--- src/inc/pport_consts.svh ---
// register offsets, field positions, reset values and timing counts of the parallel port
`ifndef PPORT_CONSTS_SVH
`define PPORT_CONSTS_SVH
`define PP_OFS_MODE      3'h0
`define PP_OFS_CNT       3'h1
`define PP_OFS_STA       3'h2
`define PP_OFS_CTL       3'h3
`define PP_OFS_DAT       3'h4
`define PP_OFS_ADR       3'h5
`define PP_BIT_NBL       2
`define PP_BIT_DIR       3
`define PP_BIT_GPI       5
`define PP_BIT_PEN       7
`define PP_MODE_RST      8'h20
`define PP_MODE_WMASK    8'haf
`define PP_CNT_RST       8'h12
`define PP_UNIT_NS       40
`define PP_CLK_NS        10
`define PP_UNIT_CYC      ((`PP_UNIT_NS + `PP_CLK_NS - 1) / `PP_CLK_NS)
`endif

--- src/inc/pport_pkg.sv ---
// types of the parallel port
package pport_pkg;
  typedef enum logic [1:0] {
    PP_CENTRONICS = 2'h0,
    PP_SPP        = 2'h1,
    PP_EPP        = 2'h2,
    PP_ECP        = 2'h3
  } pport_mode_e;
  typedef enum logic [2:0] {
    PS_IDLE  = 3'h0,
    PS_DELAY = 3'h1,
    PS_PULSE = 3'h3,
    PS_WAIT  = 3'h2,
    PS_IN    = 3'h6
  } pport_state_e;
endpackage : pport_pkg

--- src/rtl/pport_buf2.sv ---
// two-entry valid/ready buffer
`timescale 1ns/10ps
module pport_buf2 #(
  parameter int W = 9
) (
  input  wire logic         clk_i,
  input  wire logic         rstn_i,
  input  wire logic         in_valid_i,
  output logic              in_ready_o,
  input  wire logic [W-1:0] in_data_i,
  output logic              out_valid_o,
  input  wire logic         out_ready_i,
  output logic [W-1:0]      out_data_o
);
  logic [W-1:0] mem [2];
  logic         rd, wr;
  logic [1:0]   cnt, next_cnt;
  logic         rd_ptr, next_rd_ptr;
  logic         wr_ptr, next_wr_ptr;
  logic         push, pop;

  always_comb begin
    push        = in_valid_i && (cnt != 2'h2);
    pop         = (cnt != 2'h0) && out_ready_i;
    next_cnt    = cnt + {1'b0, push} - {1'b0, pop};
    next_rd_ptr = rd_ptr ^ pop;
    next_wr_ptr = wr_ptr ^ push;
  end

  always_ff @(posedge clk_i or negedge rstn_i) begin
    if (!rstn_i) begin
      cnt    <= 2'h0;
      rd_ptr <= 1'b0;
      wr_ptr <= 1'b0;
    end else begin
      cnt    <= next_cnt;
      rd_ptr <= next_rd_ptr;
      wr_ptr <= next_wr_ptr;
    end
  end

  always_ff @(posedge clk_i) begin
    if (push) begin
      mem[wr_ptr] <= in_data_i;
    end
  end

  assign rd          = rd_ptr;
  assign wr          = wr_ptr;
  assign in_ready_o  = (cnt != 2'h2);
  assign out_valid_o = (cnt != 2'h0);
  assign out_data_o  = mem[rd];
endmodule : pport_buf2

--- src/rtl/pport_top.sv ---
// parallel port: mode control, data path and automatic strobes
`timescale 1ns/10ps
`include "pport_consts.svh"
// Behaviour
// - mode 00 drives data out only; software drives every control line
// - mode 01 runs bidirectionally with automatic handshake, nibble optional
// - ECP output sends address and data bytes with its handshake
// - EPP output sends address and data bytes with its handshake
// - EPP/ECP input places peripheral bytes in the data register
// - mode field bits 1:0 reset 00: Centronics, SPP, EPP, ECP
// - one data register serves both directions, paced by full/empty flags
// - device drives host control lines; peripheral drives status lines
// - 8-bit strobe counter, reset 12h, 40 ns units, delay and pulse width
// - nibble select bit 2, honoured only in SPP, resets 0
// - direction bit 3 for modes 1-3; 0 output, 1 input
// - general-input bit 5, reset 1, latches data bus continuously
// - transfer enable bit 7, reset 0, blocks data writes and handshakes; general input still latches
// - receive-full sets on byte in, clears on read, resets 0
// - transmit-empty clears while byte unsent, sets on accept, resets 1
module pport_top
  import pport_pkg::*;
(
  input  wire logic        clk_i,
  input  wire logic        rstn_i,
  input  wire logic [2:0]  avs_address_i,
  input  wire logic        avs_read_i,
  input  wire logic        avs_write_i,
  input  wire logic [31:0] avs_writedata_i,
  output logic [31:0]      avs_readdata_o,
  output logic             avs_waitrequest_o,
  input  wire logic [7:0]  pd_i,
  output logic [7:0]       pd_o,
  output logic             pd_oe_o,
  output logic             ctl1_o,
  output logic             ctl2_o,
  output logic             ctl3_o,
  output logic             ctl4_o,
  input  wire logic        stat_ack_i,
  input  wire logic        stat_falt_i,
  input  wire logic        stat_slct_i,
  input  wire logic        stat_per_i,
  input  wire logic        stat_busy_i
);
  logic [7:0]   port_mode_control, next_mode;
  logic [7:0]   strobe_timing_counter, next_cnt;
  logic [3:0]   sw_ctl, next_sw_ctl;
  logic [7:0]   port_data_register, next_dat;
  logic         receive_full_flag, next_rxf;
  logic         transmit_empty_flag, next_txe;
  logic [31:0]  next_rdata;
  logic         ack_q, next_ack;
  pport_state_e st, next_st;
  logic [7:0]   tmr, next_tmr;
  logic [1:0]   sub, next_sub;
  logic         is_adr, next_is_adr;
  logic         nib_hi, next_nib_hi;
  logic [7:0]   pd_q, next_pd;
  logic         oe_q, next_oe;
  logic [3:0]   ctl_q, next_ctl;
  logic         b_in_valid, b_in_ready, b_out_valid, b_out_ready;
  logic [8:0]   b_out_data;
  logic         req, wr_acc, rd_acc;
  logic         ack_d, next_ack_d, unit_end;
  pport_mode_e  mode;
  logic         dir_in, gpi, port_transfer_enable, auto_mode;

  function automatic logic [31:0] pp_zx(input logic [7:0] v);
    pp_zx = {24'h0, v};
  endfunction : pp_zx

  assign mode = pport_mode_e'(port_mode_control[1:0]);
  assign gpi  = port_mode_control[`PP_BIT_GPI];
  assign port_transfer_enable  = port_mode_control[`PP_BIT_PEN];
  assign dir_in    = port_mode_control[`PP_BIT_DIR] && (mode != PP_CENTRONICS);
  assign auto_mode = !gpi && (mode != PP_CENTRONICS);

  // answer one cycle after the request so every read comes from a flop
  assign req    = (avs_read_i || avs_write_i) && !ack_q;
  // a write lands at the edge where the master sees waitrequest low
  assign wr_acc = avs_write_i && ack_q;
  assign rd_acc = avs_read_i && !ack_q;

  // outgoing address/data bytes wait in the buffer so a slow peripheral loses none
  always_comb begin
    b_in_valid = 1'b0;
    if (wr_acc && port_transfer_enable && auto_mode && !dir_in && transmit_empty_flag) begin
      b_in_valid = (avs_address_i == `PP_OFS_DAT) ||
                   ((avs_address_i == `PP_OFS_ADR) && mode[1]);
    end
  end

  pport_buf2 #(.W(9)) u_buf (
    .clk_i       (clk_i),
    .rstn_i      (rstn_i),
    .in_valid_i  (b_in_valid),
    .in_ready_o  (b_in_ready),
    .in_data_i   ({avs_address_i == `PP_OFS_ADR, avs_writedata_i[7:0]}),
    .out_valid_o (b_out_valid),
    .out_ready_i (b_out_ready),
    .out_data_o  (b_out_data)
  );

  // register file and flags
  always_comb begin
    next_mode   = port_mode_control;
    next_cnt    = strobe_timing_counter;
    next_sw_ctl = sw_ctl;
    next_dat    = port_data_register;
    next_rxf    = receive_full_flag;
    next_txe    = transmit_empty_flag;
    next_ack    = req;
    next_rdata  = avs_readdata_o;
    if (wr_acc) begin
      unique case (avs_address_i)
        `PP_OFS_MODE: next_mode = avs_writedata_i[7:0] & `PP_MODE_WMASK;
        `PP_OFS_CNT:  next_cnt = avs_writedata_i[7:0];
        `PP_OFS_CTL:  next_sw_ctl = avs_writedata_i[3:0];
        `PP_OFS_DAT: begin
          // writes blocked while disabled; and while transmit-empty is clear
          if (port_transfer_enable && !dir_in && !gpi && transmit_empty_flag) begin
            next_dat = avs_writedata_i[7:0];
            if (auto_mode) begin
              next_txe = 1'b0;
            end
          end
        end
        `PP_OFS_ADR: begin
          if (b_in_valid) begin
            next_txe = 1'b0;
          end
        end
        default: ;
      endcase
    end
    // read of the byte clears receive-full
    if (rd_acc && avs_address_i == `PP_OFS_DAT) begin
      next_rxf = 1'b0;
    end
    if (st == PS_WAIT && next_st == PS_IDLE && !b_out_valid) begin
      next_txe = 1'b1;
    end
    // general input latches the bus every cycle
    if (gpi) begin
      next_dat = pd_i;
    end else if (st == PS_IN && next_st == PS_IDLE) begin
      // captured byte; set wins over clear
      next_dat = pd_i;
      next_rxf = 1'b1;
    end
    if (rd_acc) begin
      unique case (avs_address_i)
        `PP_OFS_MODE: next_rdata = pp_zx(port_mode_control);
        `PP_OFS_CNT:  next_rdata = pp_zx(strobe_timing_counter);
        `PP_OFS_STA:  next_rdata = pp_zx({stat_busy_i, !stat_ack_i, stat_per_i,
                                          stat_slct_i, !stat_falt_i, 1'b0,
                                          transmit_empty_flag, receive_full_flag});
        `PP_OFS_CTL:  next_rdata = pp_zx({4'h0, sw_ctl});
        `PP_OFS_DAT:  next_rdata = pp_zx(port_data_register);
        default:      next_rdata = 32'h0;
      endcase
    end
  end

  always_ff @(posedge clk_i or negedge rstn_i) begin
    if (!rstn_i) begin
      port_mode_control     <= `PP_MODE_RST;
      strobe_timing_counter <= `PP_CNT_RST;
      sw_ctl                <= 4'h0;
      port_data_register    <= 8'h00;
      receive_full_flag     <= 1'b0;
      transmit_empty_flag   <= 1'b1;
      ack_q                 <= 1'b0;
      avs_readdata_o        <= 32'h0;
    end else begin
      port_mode_control     <= next_mode;
      strobe_timing_counter <= next_cnt;
      sw_ctl                <= next_sw_ctl;
      port_data_register    <= next_dat;
      receive_full_flag     <= next_rxf;
      transmit_empty_flag   <= next_txe;
      ack_q                 <= next_ack;
      avs_readdata_o        <= next_rdata;
    end
  end
  assign avs_waitrequest_o = !ack_q;

  // last clock of the counted span, so a span is exactly count units long, or one clock when count is 0
  assign unit_end = (tmr == 8'h0) || (tmr == 8'h1 && sub == 2'(`PP_UNIT_CYC - 1));

  // handshake engine; one counter unit is a few clocks
  always_comb begin
    next_st     = st;
    next_tmr    = tmr;
    next_sub    = sub;
    next_is_adr = is_adr;
    next_nib_hi = nib_hi;
    next_ack_d  = stat_ack_i;
    b_out_ready = 1'b0;
    if (tmr != 8'h0 && sub == 2'(`PP_UNIT_CYC - 1)) begin
      next_tmr = tmr - 8'h1;
    end
    next_sub = (sub == 2'(`PP_UNIT_CYC - 1)) ? 2'h0 : sub + 2'h1;
    unique case (st)
      PS_IDLE: begin
        next_nib_hi = 1'b0;
        if (port_transfer_enable && auto_mode) begin
          if (!dir_in && b_out_valid) begin
            b_out_ready = 1'b1;
            next_is_adr = b_out_data[8];
            next_st     = PS_DELAY;
            next_tmr    = strobe_timing_counter;
            next_sub    = 2'h0;
          end else if (dir_in && !receive_full_flag && !stat_ack_i) begin
            next_st = PS_IN;
          end
        end
      end
      // delay after busy before the strobe
      PS_DELAY: begin
        if (stat_busy_i) begin
          next_tmr = strobe_timing_counter;
          next_sub = 2'h0;
        end else if (unit_end) begin
          next_st  = PS_PULSE;
          next_tmr = strobe_timing_counter;
          next_sub = 2'h0;
        end
      end
      // strobe held for the counted width
      PS_PULSE: begin
        if (unit_end) begin
          next_st = PS_WAIT;
        end
      end
      PS_WAIT: begin
        if (!stat_busy_i) begin
          next_st = PS_IDLE;
        end
      end
      PS_IN: begin
        // nibble input takes two peripheral strobes; count rises, not levels
        if (stat_ack_i && !ack_d) begin
          if (mode == PP_SPP && port_mode_control[`PP_BIT_NBL] && !nib_hi) begin
            next_nib_hi = 1'b1;
            next_st     = PS_IN;
          end else begin
            next_st = PS_IDLE;
          end
        end
      end
      default: next_st = PS_IDLE;
    endcase
  end

  // pin drive
  always_comb begin
    // general input releases the bus, in Centronics too; otherwise Centronics drives
    next_oe  = !gpi && !dir_in;
    next_pd  = (st == PS_DELAY || st == PS_PULSE) ? pd_q : port_data_register;
    next_ctl = 4'h0;
    if (st == PS_IDLE && b_out_valid) begin
      next_pd = b_out_data[7:0];
    end
    // control lines per mode, active high here
    unique case (mode)
      PP_CENTRONICS: next_ctl = sw_ctl;
      PP_SPP:        next_ctl = {sw_ctl[3], sw_ctl[2], st == PS_IN, st == PS_PULSE};
      // address or data strobe, write line
      PP_EPP:        next_ctl = {(st == PS_PULSE) && is_adr, sw_ctl[2],
                                 (st == PS_PULSE) && !is_adr, !dir_in};
      // host clock, host ack marks data versus command
      PP_ECP:        next_ctl = {1'b1, dir_in, !is_adr, st == PS_PULSE};
      default:       next_ctl = 4'h0;
    endcase
  end

  always_ff @(posedge clk_i or negedge rstn_i) begin
    if (!rstn_i) begin
      st     <= PS_IDLE;
      tmr    <= 8'h0;
      sub    <= 2'h0;
      is_adr <= 1'b0;
      nib_hi <= 1'b0;
      ack_d  <= 1'b0;
      pd_q   <= 8'h00;
      oe_q   <= 1'b0;
      ctl_q  <= 4'h0;
    end else begin
      st     <= next_st;
      tmr    <= next_tmr;
      sub    <= next_sub;
      is_adr <= next_is_adr;
      nib_hi <= next_nib_hi;
      ack_d  <= next_ack_d;
      pd_q   <= next_pd;
      oe_q   <= next_oe;
      ctl_q  <= next_ctl;
    end
  end

  assign pd_o    = pd_q;
  assign pd_oe_o = oe_q;
  assign ctl1_o  = ctl_q[0];
  assign ctl2_o  = ctl_q[1];
  assign ctl3_o  = ctl_q[2];
  assign ctl4_o  = ctl_q[3];
  // buffer ready is unused; the transmit-empty gate above keeps the buffer from filling
  logic unused_ready;
  assign unused_ready = b_in_ready;
endmodule : pport_top

--- config.mk ---
export PLATFORM = sky130hd
export DESIGN_NAME = pport_top
export DESIGN_NICKNAME = d
export VERILOG_FILES = /design/src/inc/pport_pkg.sv /design/src/rtl/pport_buf2.sv /design/src/rtl/pport_top.sv
export VERILOG_INCLUDE_DIRS = /design/src /design/src/inc
export SDC_FILE = /design/constraint.sdc
export NUM_CORES = 1
export LEC_CHECK = 0
export BUFFER_PORTS_ARGS = -buffer_cell sky130_fd_sc_hd__buf_2
export CORE_MARGIN = 2
export CORE_UTILIZATION = 42
export CTS_CLUSTER_SIZE = 25
export DETAILED_ROUTE_END_ITERATION = 10
export GPL_ROUTABILITY_DRIVEN = 0
export PLACE_DENSITY_LB_ADDON = 0.05
export SKIP_LAST_GASP = 1
export SLEW_MARGIN = 20
export SYNTH_ARGS = -nofsm -noshare
export SYNTH_HDL_FRONTEND = slang
export SYNTH_SLANG_ARGS = --single-unit
export TNS_END_PERCENT = 30
--- constraint.sdc ---
create_clock -name clk_i -period 1.9 [get_ports clk_i]
set_input_delay 0.38 -clock clk_i [delete_from_list [all_inputs] [get_ports clk_i]]
set_output_delay 0.38 -clock clk_i [all_outputs]
set_load 0.02 [all_outputs]
# == Yosys cells after proc, flatten, opt, wreduce, memory -nomap -nowiden ==
# Memories as Yosys holds them, arrays and structs flattened.
# Cells that the tools add are included.
# word_totals
register_bits,94
ram_bits,18
output_inout_bits,46
memories,1
# mem_list
memory,depth,width,read_ports,rd_ports_with_merged_regs,wr,line_no,text
u_buf.mem,2,9,1,0,1,pport_buf2.sv:15,logic [W-1:0] mem [2];
# op_classes
add_sub_neg,4
n_eq_ne,21
mux,49
bitwise,2
reduce_logical,67
# ops
operator,n
$mux W8,12
$pmux W8 S5,1
$logic_and A1 B1 Y1,32
$mux W3,9
$mux W1,16
$pmux W4 S4,1
$pmux W8 S2,1
$pmux W3 S5,1
$eq A3 B2 Y1 const B,4
$reduce_bool A3 Y1,4
$logic_not A1 Y1,10
$mux W2,5
$eq A3 B3 Y1 const B,3
$logic_not A3 Y1,3
$reduce_and A3 Y1,3
$eq A8 B1 Y1 const B,1
$logic_not A8 Y1,1
$reduce_bool A2 Y1,4
$reduce_bool A8 Y1,1
$sub A8 B1 Y8 const B,1
$eq A2 B2 Y1 const B,3
$eq A3 B1 Y1 const B,2
$ne A2 B2 Y1 const B,3
$ne A3 B2 Y1 const B,2
13 further kinds,20

# == Longest topological paths before layout ==
# depth
depth_word,13
depth_mapped,9
mapped_depth_nobuf,8

# == By module ==
# Synthesis repeated with hierarchy kept, for this count alone.
# unflattened
hier_cells,382
area_unflattened_um2,4445.5
# modules_own_cells
module,n_inst,cells_per_inst,area_per_inst_um2,seq_area_each_um2
pport_top,1,331,3569.7,1656.6
pport_buf2,1,51,875.8,640.6

# == Worst setup path before layout ==
# Ideal clock, no wire load.
# synth_timing
kind,register to register
startpoint,register port_mode_control[5]
endpoint,register u_buf.cnt[1]
setup_time_ps,80
arrival_time_ps,1919
slack_ps,-99
path_stages_with_launch,10
n_path_buf,1
cell_sequence,dfstp_2 > nand2b_1 > nor3_1 > and2_0 > clkbuf_1 > ha_1 > inv_1 > ha_1 > xnor2_1 > xnor2_1
# synth_via
elab_chain_len,9
word_cells_on_any_way,13
# synth_lines
element,line_no,text
start: declaration,pport_top.sv:44,"logic [7:0] port_mode_control, next_mode;"
start signal: assignment,pport_top.sv:166,port_mode_control <= `PP_MODE_RST;
start signal: assignment,pport_top.sv:175,port_mode_control <= next_mode;
$logic_not A1 Y1 (*),pport_top.sv:75,assign auto_mode = !gpi && (mode != PP_CENTRONICS);
$logic_and A1 B1 Y1 (*),pport_top.sv:75,
$logic_and A1 B1 Y1 (3 in a row),pport_top.sv:86,if (wr_acc && port_transfer_enable && auto_mode && !dir_in && transmit_empty_flag) begin
$mux W1,pport_top.sv:86,
$logic_and A1 B1 Y1,pport_buf2.sv:23,push = in_valid_i && (cnt != 2'h2);
$add A2 B1 Y2,pport_buf2.sv:25,"next_cnt = cnt + {1'b0, push} - {1'b0, pop};"
$sub A2 B1 Y2 (*),pport_buf2.sv:25,
via u_buf.next_cnt[1],pport_buf2.sv:17,"logic [1:0] cnt, next_cnt;"
end signal: assignment,pport_buf2.sv:36,cnt <= next_cnt;
end: declaration,pport_buf2.sv:17,
# Mark *: on every way through the listed nets, which the timed path passes. The rest lies on a longest branch.
# A chain may end at the register's enable or synchronous reset.

# == Worst setup path after layout ==
# layout_timing
startpoint,register tmr[5]
endpoint,register tmr[5]
# layout_via
elab_chain_len,6
word_cells_on_any_way,13
# layout_lines
element,line_no,text
start: declaration,pport_top.sv:53,"logic [7:0] tmr, next_tmr;"
start signal: assignment,pport_top.sv:290,tmr <= next_tmr;
"parallel branches: the longest is 5 deep, another holds $sub A8 B1 Y8",-,
$pmux W8 S2 (*),pport_top.sv:203,unique case (st)
via next_tmr[5],pport_top.sv:53,
# Mark *: on every way through the listed nets, which the timed path passes.

==> metrics.md <==
| Metric | Value |
|---|---|
| Status | `finished with violations` |
| Violated checks | `negative setup slack` |
| Core outline area | `10280 sq um` |
| Final worst slack | `-0.004137 ns` |
| Netlist area before placement | `4410 sq um` |
| WP data arrival | `2.17 ns` |
| Effective utilization at floorplan | `0.4291` |
| Clock-pin transition on the worst setup and hold timing paths | `0.10 ns` |
| Final hold violation count | `0` |
| DR WL/cell | `17.70 microns` |
| Maximum operating frequency | `525.2 MHz` |
| Die ar. | `11340 sq um` |
| Post-Route Setup TNS | `-0.004137 ns` |
| Worst path required time | `2.16 ns` |
| Gate power share | `0.389` |
| Number of synthesized flops with an enable pin | `18` |
| # diodes | `0` |
| Cts bufs inserted | `9` |
| Via count | `3057` |
| Via count of the first global-routing pass | `3206` |
| Max-slew violation count | `0` |
| Initial antenna violation count | `0` |
| Internal power of the cells | `4.377 mW` |
| Clock latency on the worst-skew pair | `0.37 ns` |
| First-iteration detailed-routing DRC count | `166` |
| Clock tree from TritonCTS | `built` |
| Synth Flop Type | `sky130_fd_sc_hd__dfrtp_1` |
| Cell taking the most area after synthesis | `sky130_fd_sc_hd__dfrtp_1` |
| DRC viols | `0` |
| Register share of total power | `0.410` |
| Class of the tightest hold or removal check | `input pin to flop` |
| Number of fill cells | `975` |
| Wire length of the first global-routing pass | `17.29 mm` |
| Total Power | `6.915 mW` |
| Routed vias/inst | `5.011` |
| Synth async-reset ratio | `0.7955` |
| Clock period minus worst slack | `1.904 ns` |
| Critical path startpoint category | `flop` |
| Setup skew after layout | `0.01730 ns` |
| Sequential cell area | `2297 sq um` |
| Transition time at the pin with the least slew margin | `0.5144 ns` |
| Number of I/O pins | `98` |
| Sinks on Clock Net | `88` |
| Largest net degree at the start of global routing | `23` |
| Horizontal extent of the die | `106.5 microns` |
| Multi-input combinational cell area | `1974 sq um` |
| Buffers on Ports | `49` |
| Number of unique standard cell types used by synthesis | `57` |
| Area share of the largest cell type after synthesis | `0.3745` |
| Share of power burned in the clock network | `0.201` |
| Crit end category | `flop` |
| Number of maximum-capacitance violations | `0` |
| Post-synthesis sequential area ratio | `0.5209` |
| Mean post-synth cell area | `11.55 sq um` |
| Pwr dens | `1299 nW/um^2` |
| Drt pass-1 iters | `5` |
| WL final | `10.79 mm` |
| Clock buffer depth | `2` |
| Leak pwr | `2.382 nW` |
| Layout overhead on the synthesized area | `20.68%` |
| Type of the setup path with the least slack | `flop to flop` |
| Row Count | `37` |
| Deepest level of the CTS H-tree | `3` |
| Buffer type at the clock tree root | `sky130_fd_sc_hd__clkbuf_8` |
| Setup repair after global routing missed its margin | `true` |
| Chip Height | `106.5 microns` |
| Number of standard cells after synthesis | `382` |
| Biggest fanout along the worst timing path | `4` |
| Part of the cycle the worst path needs | `1.002` |
| Power dissipated by switching net loads | `2.538 mW` |
| GRT Residual Overflow | `0` |
| HPWL reported at the end of detailed placement | `8.061 mm` |
| Switching power share of the total | `0.3670` |
| Warnings from Yosys | `0` |
| Fraction of final layout cells with drive strength greater than 1 | `0.3629` |
| Final setup fails | `1` |
| Worst VDD drop | `0.6997 mV` |
| Area of placed instances | `5001 sq um` |
| Post-Route Utilization | `0.5179` |
| Final cell area excluding filler cells | `5323 sq um` |
| Minimum setup slack among reg-to-reg paths | `-0.004 ns` |
| Final #Nets | `528` |
| Leading cell types by count after synthesis | `sky130_fd_sc_hd__dfrtp_1, sky130_fd_sc_hd__mux2_2, sky130_fd_sc_hd__nand2_1, sky130_fd_sc_hd__buf_4, sky130_fd_sc_hd__mux2i_1` |
| Global routing usage summed across all routing layers | `0.2056` |
| Final antenna-violating net count | `0` |
| Worst-case headroom to the max-slew limit | `0.6558` |
| Main area contributors after synthesis | `sky130_fd_sc_hd__dfrtp_1, sky130_fd_sc_hd__edfxtp_1, sky130_fd_sc_hd__mux2_2, sky130_fd_sc_hd__mux2i_1, sky130_fd_sc_hd__buf_4` |
| Most frequent cell after synthesis | `sky130_fd_sc_hd__dfrtp_1` |
| Post-synthesis sequential element count | `88` |
==> cells by family (layout without fill, tap and decap cells) <==
kind of cell,count (synthesis),count (layout),synth area share
other,1,24,0.0008502
AND/OR/NAND/NOR,89,89,0.1035
AO/OA/AOI/OAI,70,71,0.1081
flip-flops,88,88,0.5209
adder cells (fa/ha/maj),7,7,0.01986
multiplexers,64,64,0.1589
buffers and inverters,56,124,0.07404
XOR/XNOR,7,7,0.01390
==> path summary, 6_finish.rpt <==
check                                 start                              end  cells past startpoint
setup reg to reg           tmr[5]$_DFF_PN0_                 tmr[5]$_DFF_PN0_                      7
hold reg to reg            sub[0]$_DFF_PN0_                 sub[0]$_DFF_PN0_                      1
hold / removal                   stat_ack_i                  ack_d$_DFF_PN0_                      1
max in group asynchronous            rstn_i  transmit_empty_flag$_DFFE_PN1P_                      3
setup / recovery           tmr[5]$_DFF_PN0_                 tmr[5]$_DFF_PN0_                      7
min in group asynchronous            rstn_i               u_buf.rd$_DFF_PN0_                      2
==> stage by stage <==
step	instances	hold slack (ns)	setup WS (ns)
floorplan	405	0.08441	-0.04672
global placement	591	0.3199	-0.1128
detailed placement	591	0.3221	-0.1420
CTS	609	0.1944	-0.01757
global route	610	0.1794	-0.1123
finish	610	0.2086	-0.004137
==> power groups by stage <==
stage	Sequential, mW	Clock (mW)	Combinational (mW)
floorplan	2.95	0	1.54
CTS	2.84	1.43	2.68
global placement	2.84	0	2.50
finish	2.84	1.39	2.69
global route	2.90	1.52	2.99
detailed placement	2.86	0	2.54
==> sequential cells by signal, summed over array words and instances (netlist names), 6 cells and up <==
signal and count:
u_buf.mem 18, avs_readdata_o 8, pd_o 8, port_mode_control 6, port_data_register 8, tmr 8, strobe_timing_counter 8
==> final cells by class <==
cell class                      instances  share of cell area
Timing Repair Buffer                   95              0.1168
Clock inverter                          6             0.01363
Inverter                               13            0.009168
Multi-Input combinational cell        262              0.3709
Sequential cell                        88              0.4316
Clock buffer                           10             0.02586
Tap cell                              136             0.03197
==> worst max-delay path, stage by stage, from the launching register on <==
cell and delay, ns:
sky130_fd_sc_hd__dfrtp_1 0.40, sky130_fd_sc_hd__buf_4 0.15, sky130_fd_sc_hd__or4b_4 0.55, sky130_fd_sc_hd__buf_6 0.14, sky130_fd_sc_hd__buf_4 0.12, sky130_fd_sc_hd__nand3_1 0.10, sky130_fd_sc_hd__xnor2_1 0.07, sky130_fd_sc_hd__mux2_2 0.26
==> routing by layer <==
layer	GRT usage	share of wire	vias to the layer above
li1	-	-	1495
met1	0.2656	0.45	1483
met4	0.06308	0.021	0
met3	0.06193	0.036	17
met5	0	0	-
met2	0.3333	0.49	62
==> cells in the final DEF, fill, tap and decap left out, drive strengths merged, types with 3 or more instances in the layout <==
cell	instances
edfxtp	18
buf	94
nor3	7
a22o	5
a2bb2oi	3
nand4bb	3
nand2	27
ha	7
o211ai	3
inv	16
dfrtp	66
nand2b	4
dfstp	4
a21oi	18
and2	3
mux2i	25
nor2b	4
o2bb2ai	5
nor2	23
conb	24
clkbuf	10
xnor2	6
mux2	38
o21ai	22
nand4	3
==> repair_timing <==
action	in CTS	in global routing
endpoints found under the setup margin	27	27
endpoints found under the hold margin	13	0
gates resized for setup	12	5
cloned	1	0
hold buffers	1	0
pin swaps	3	5
buffers inserted	0	1
Note: power is estimated with default switching activity, not from simulation.
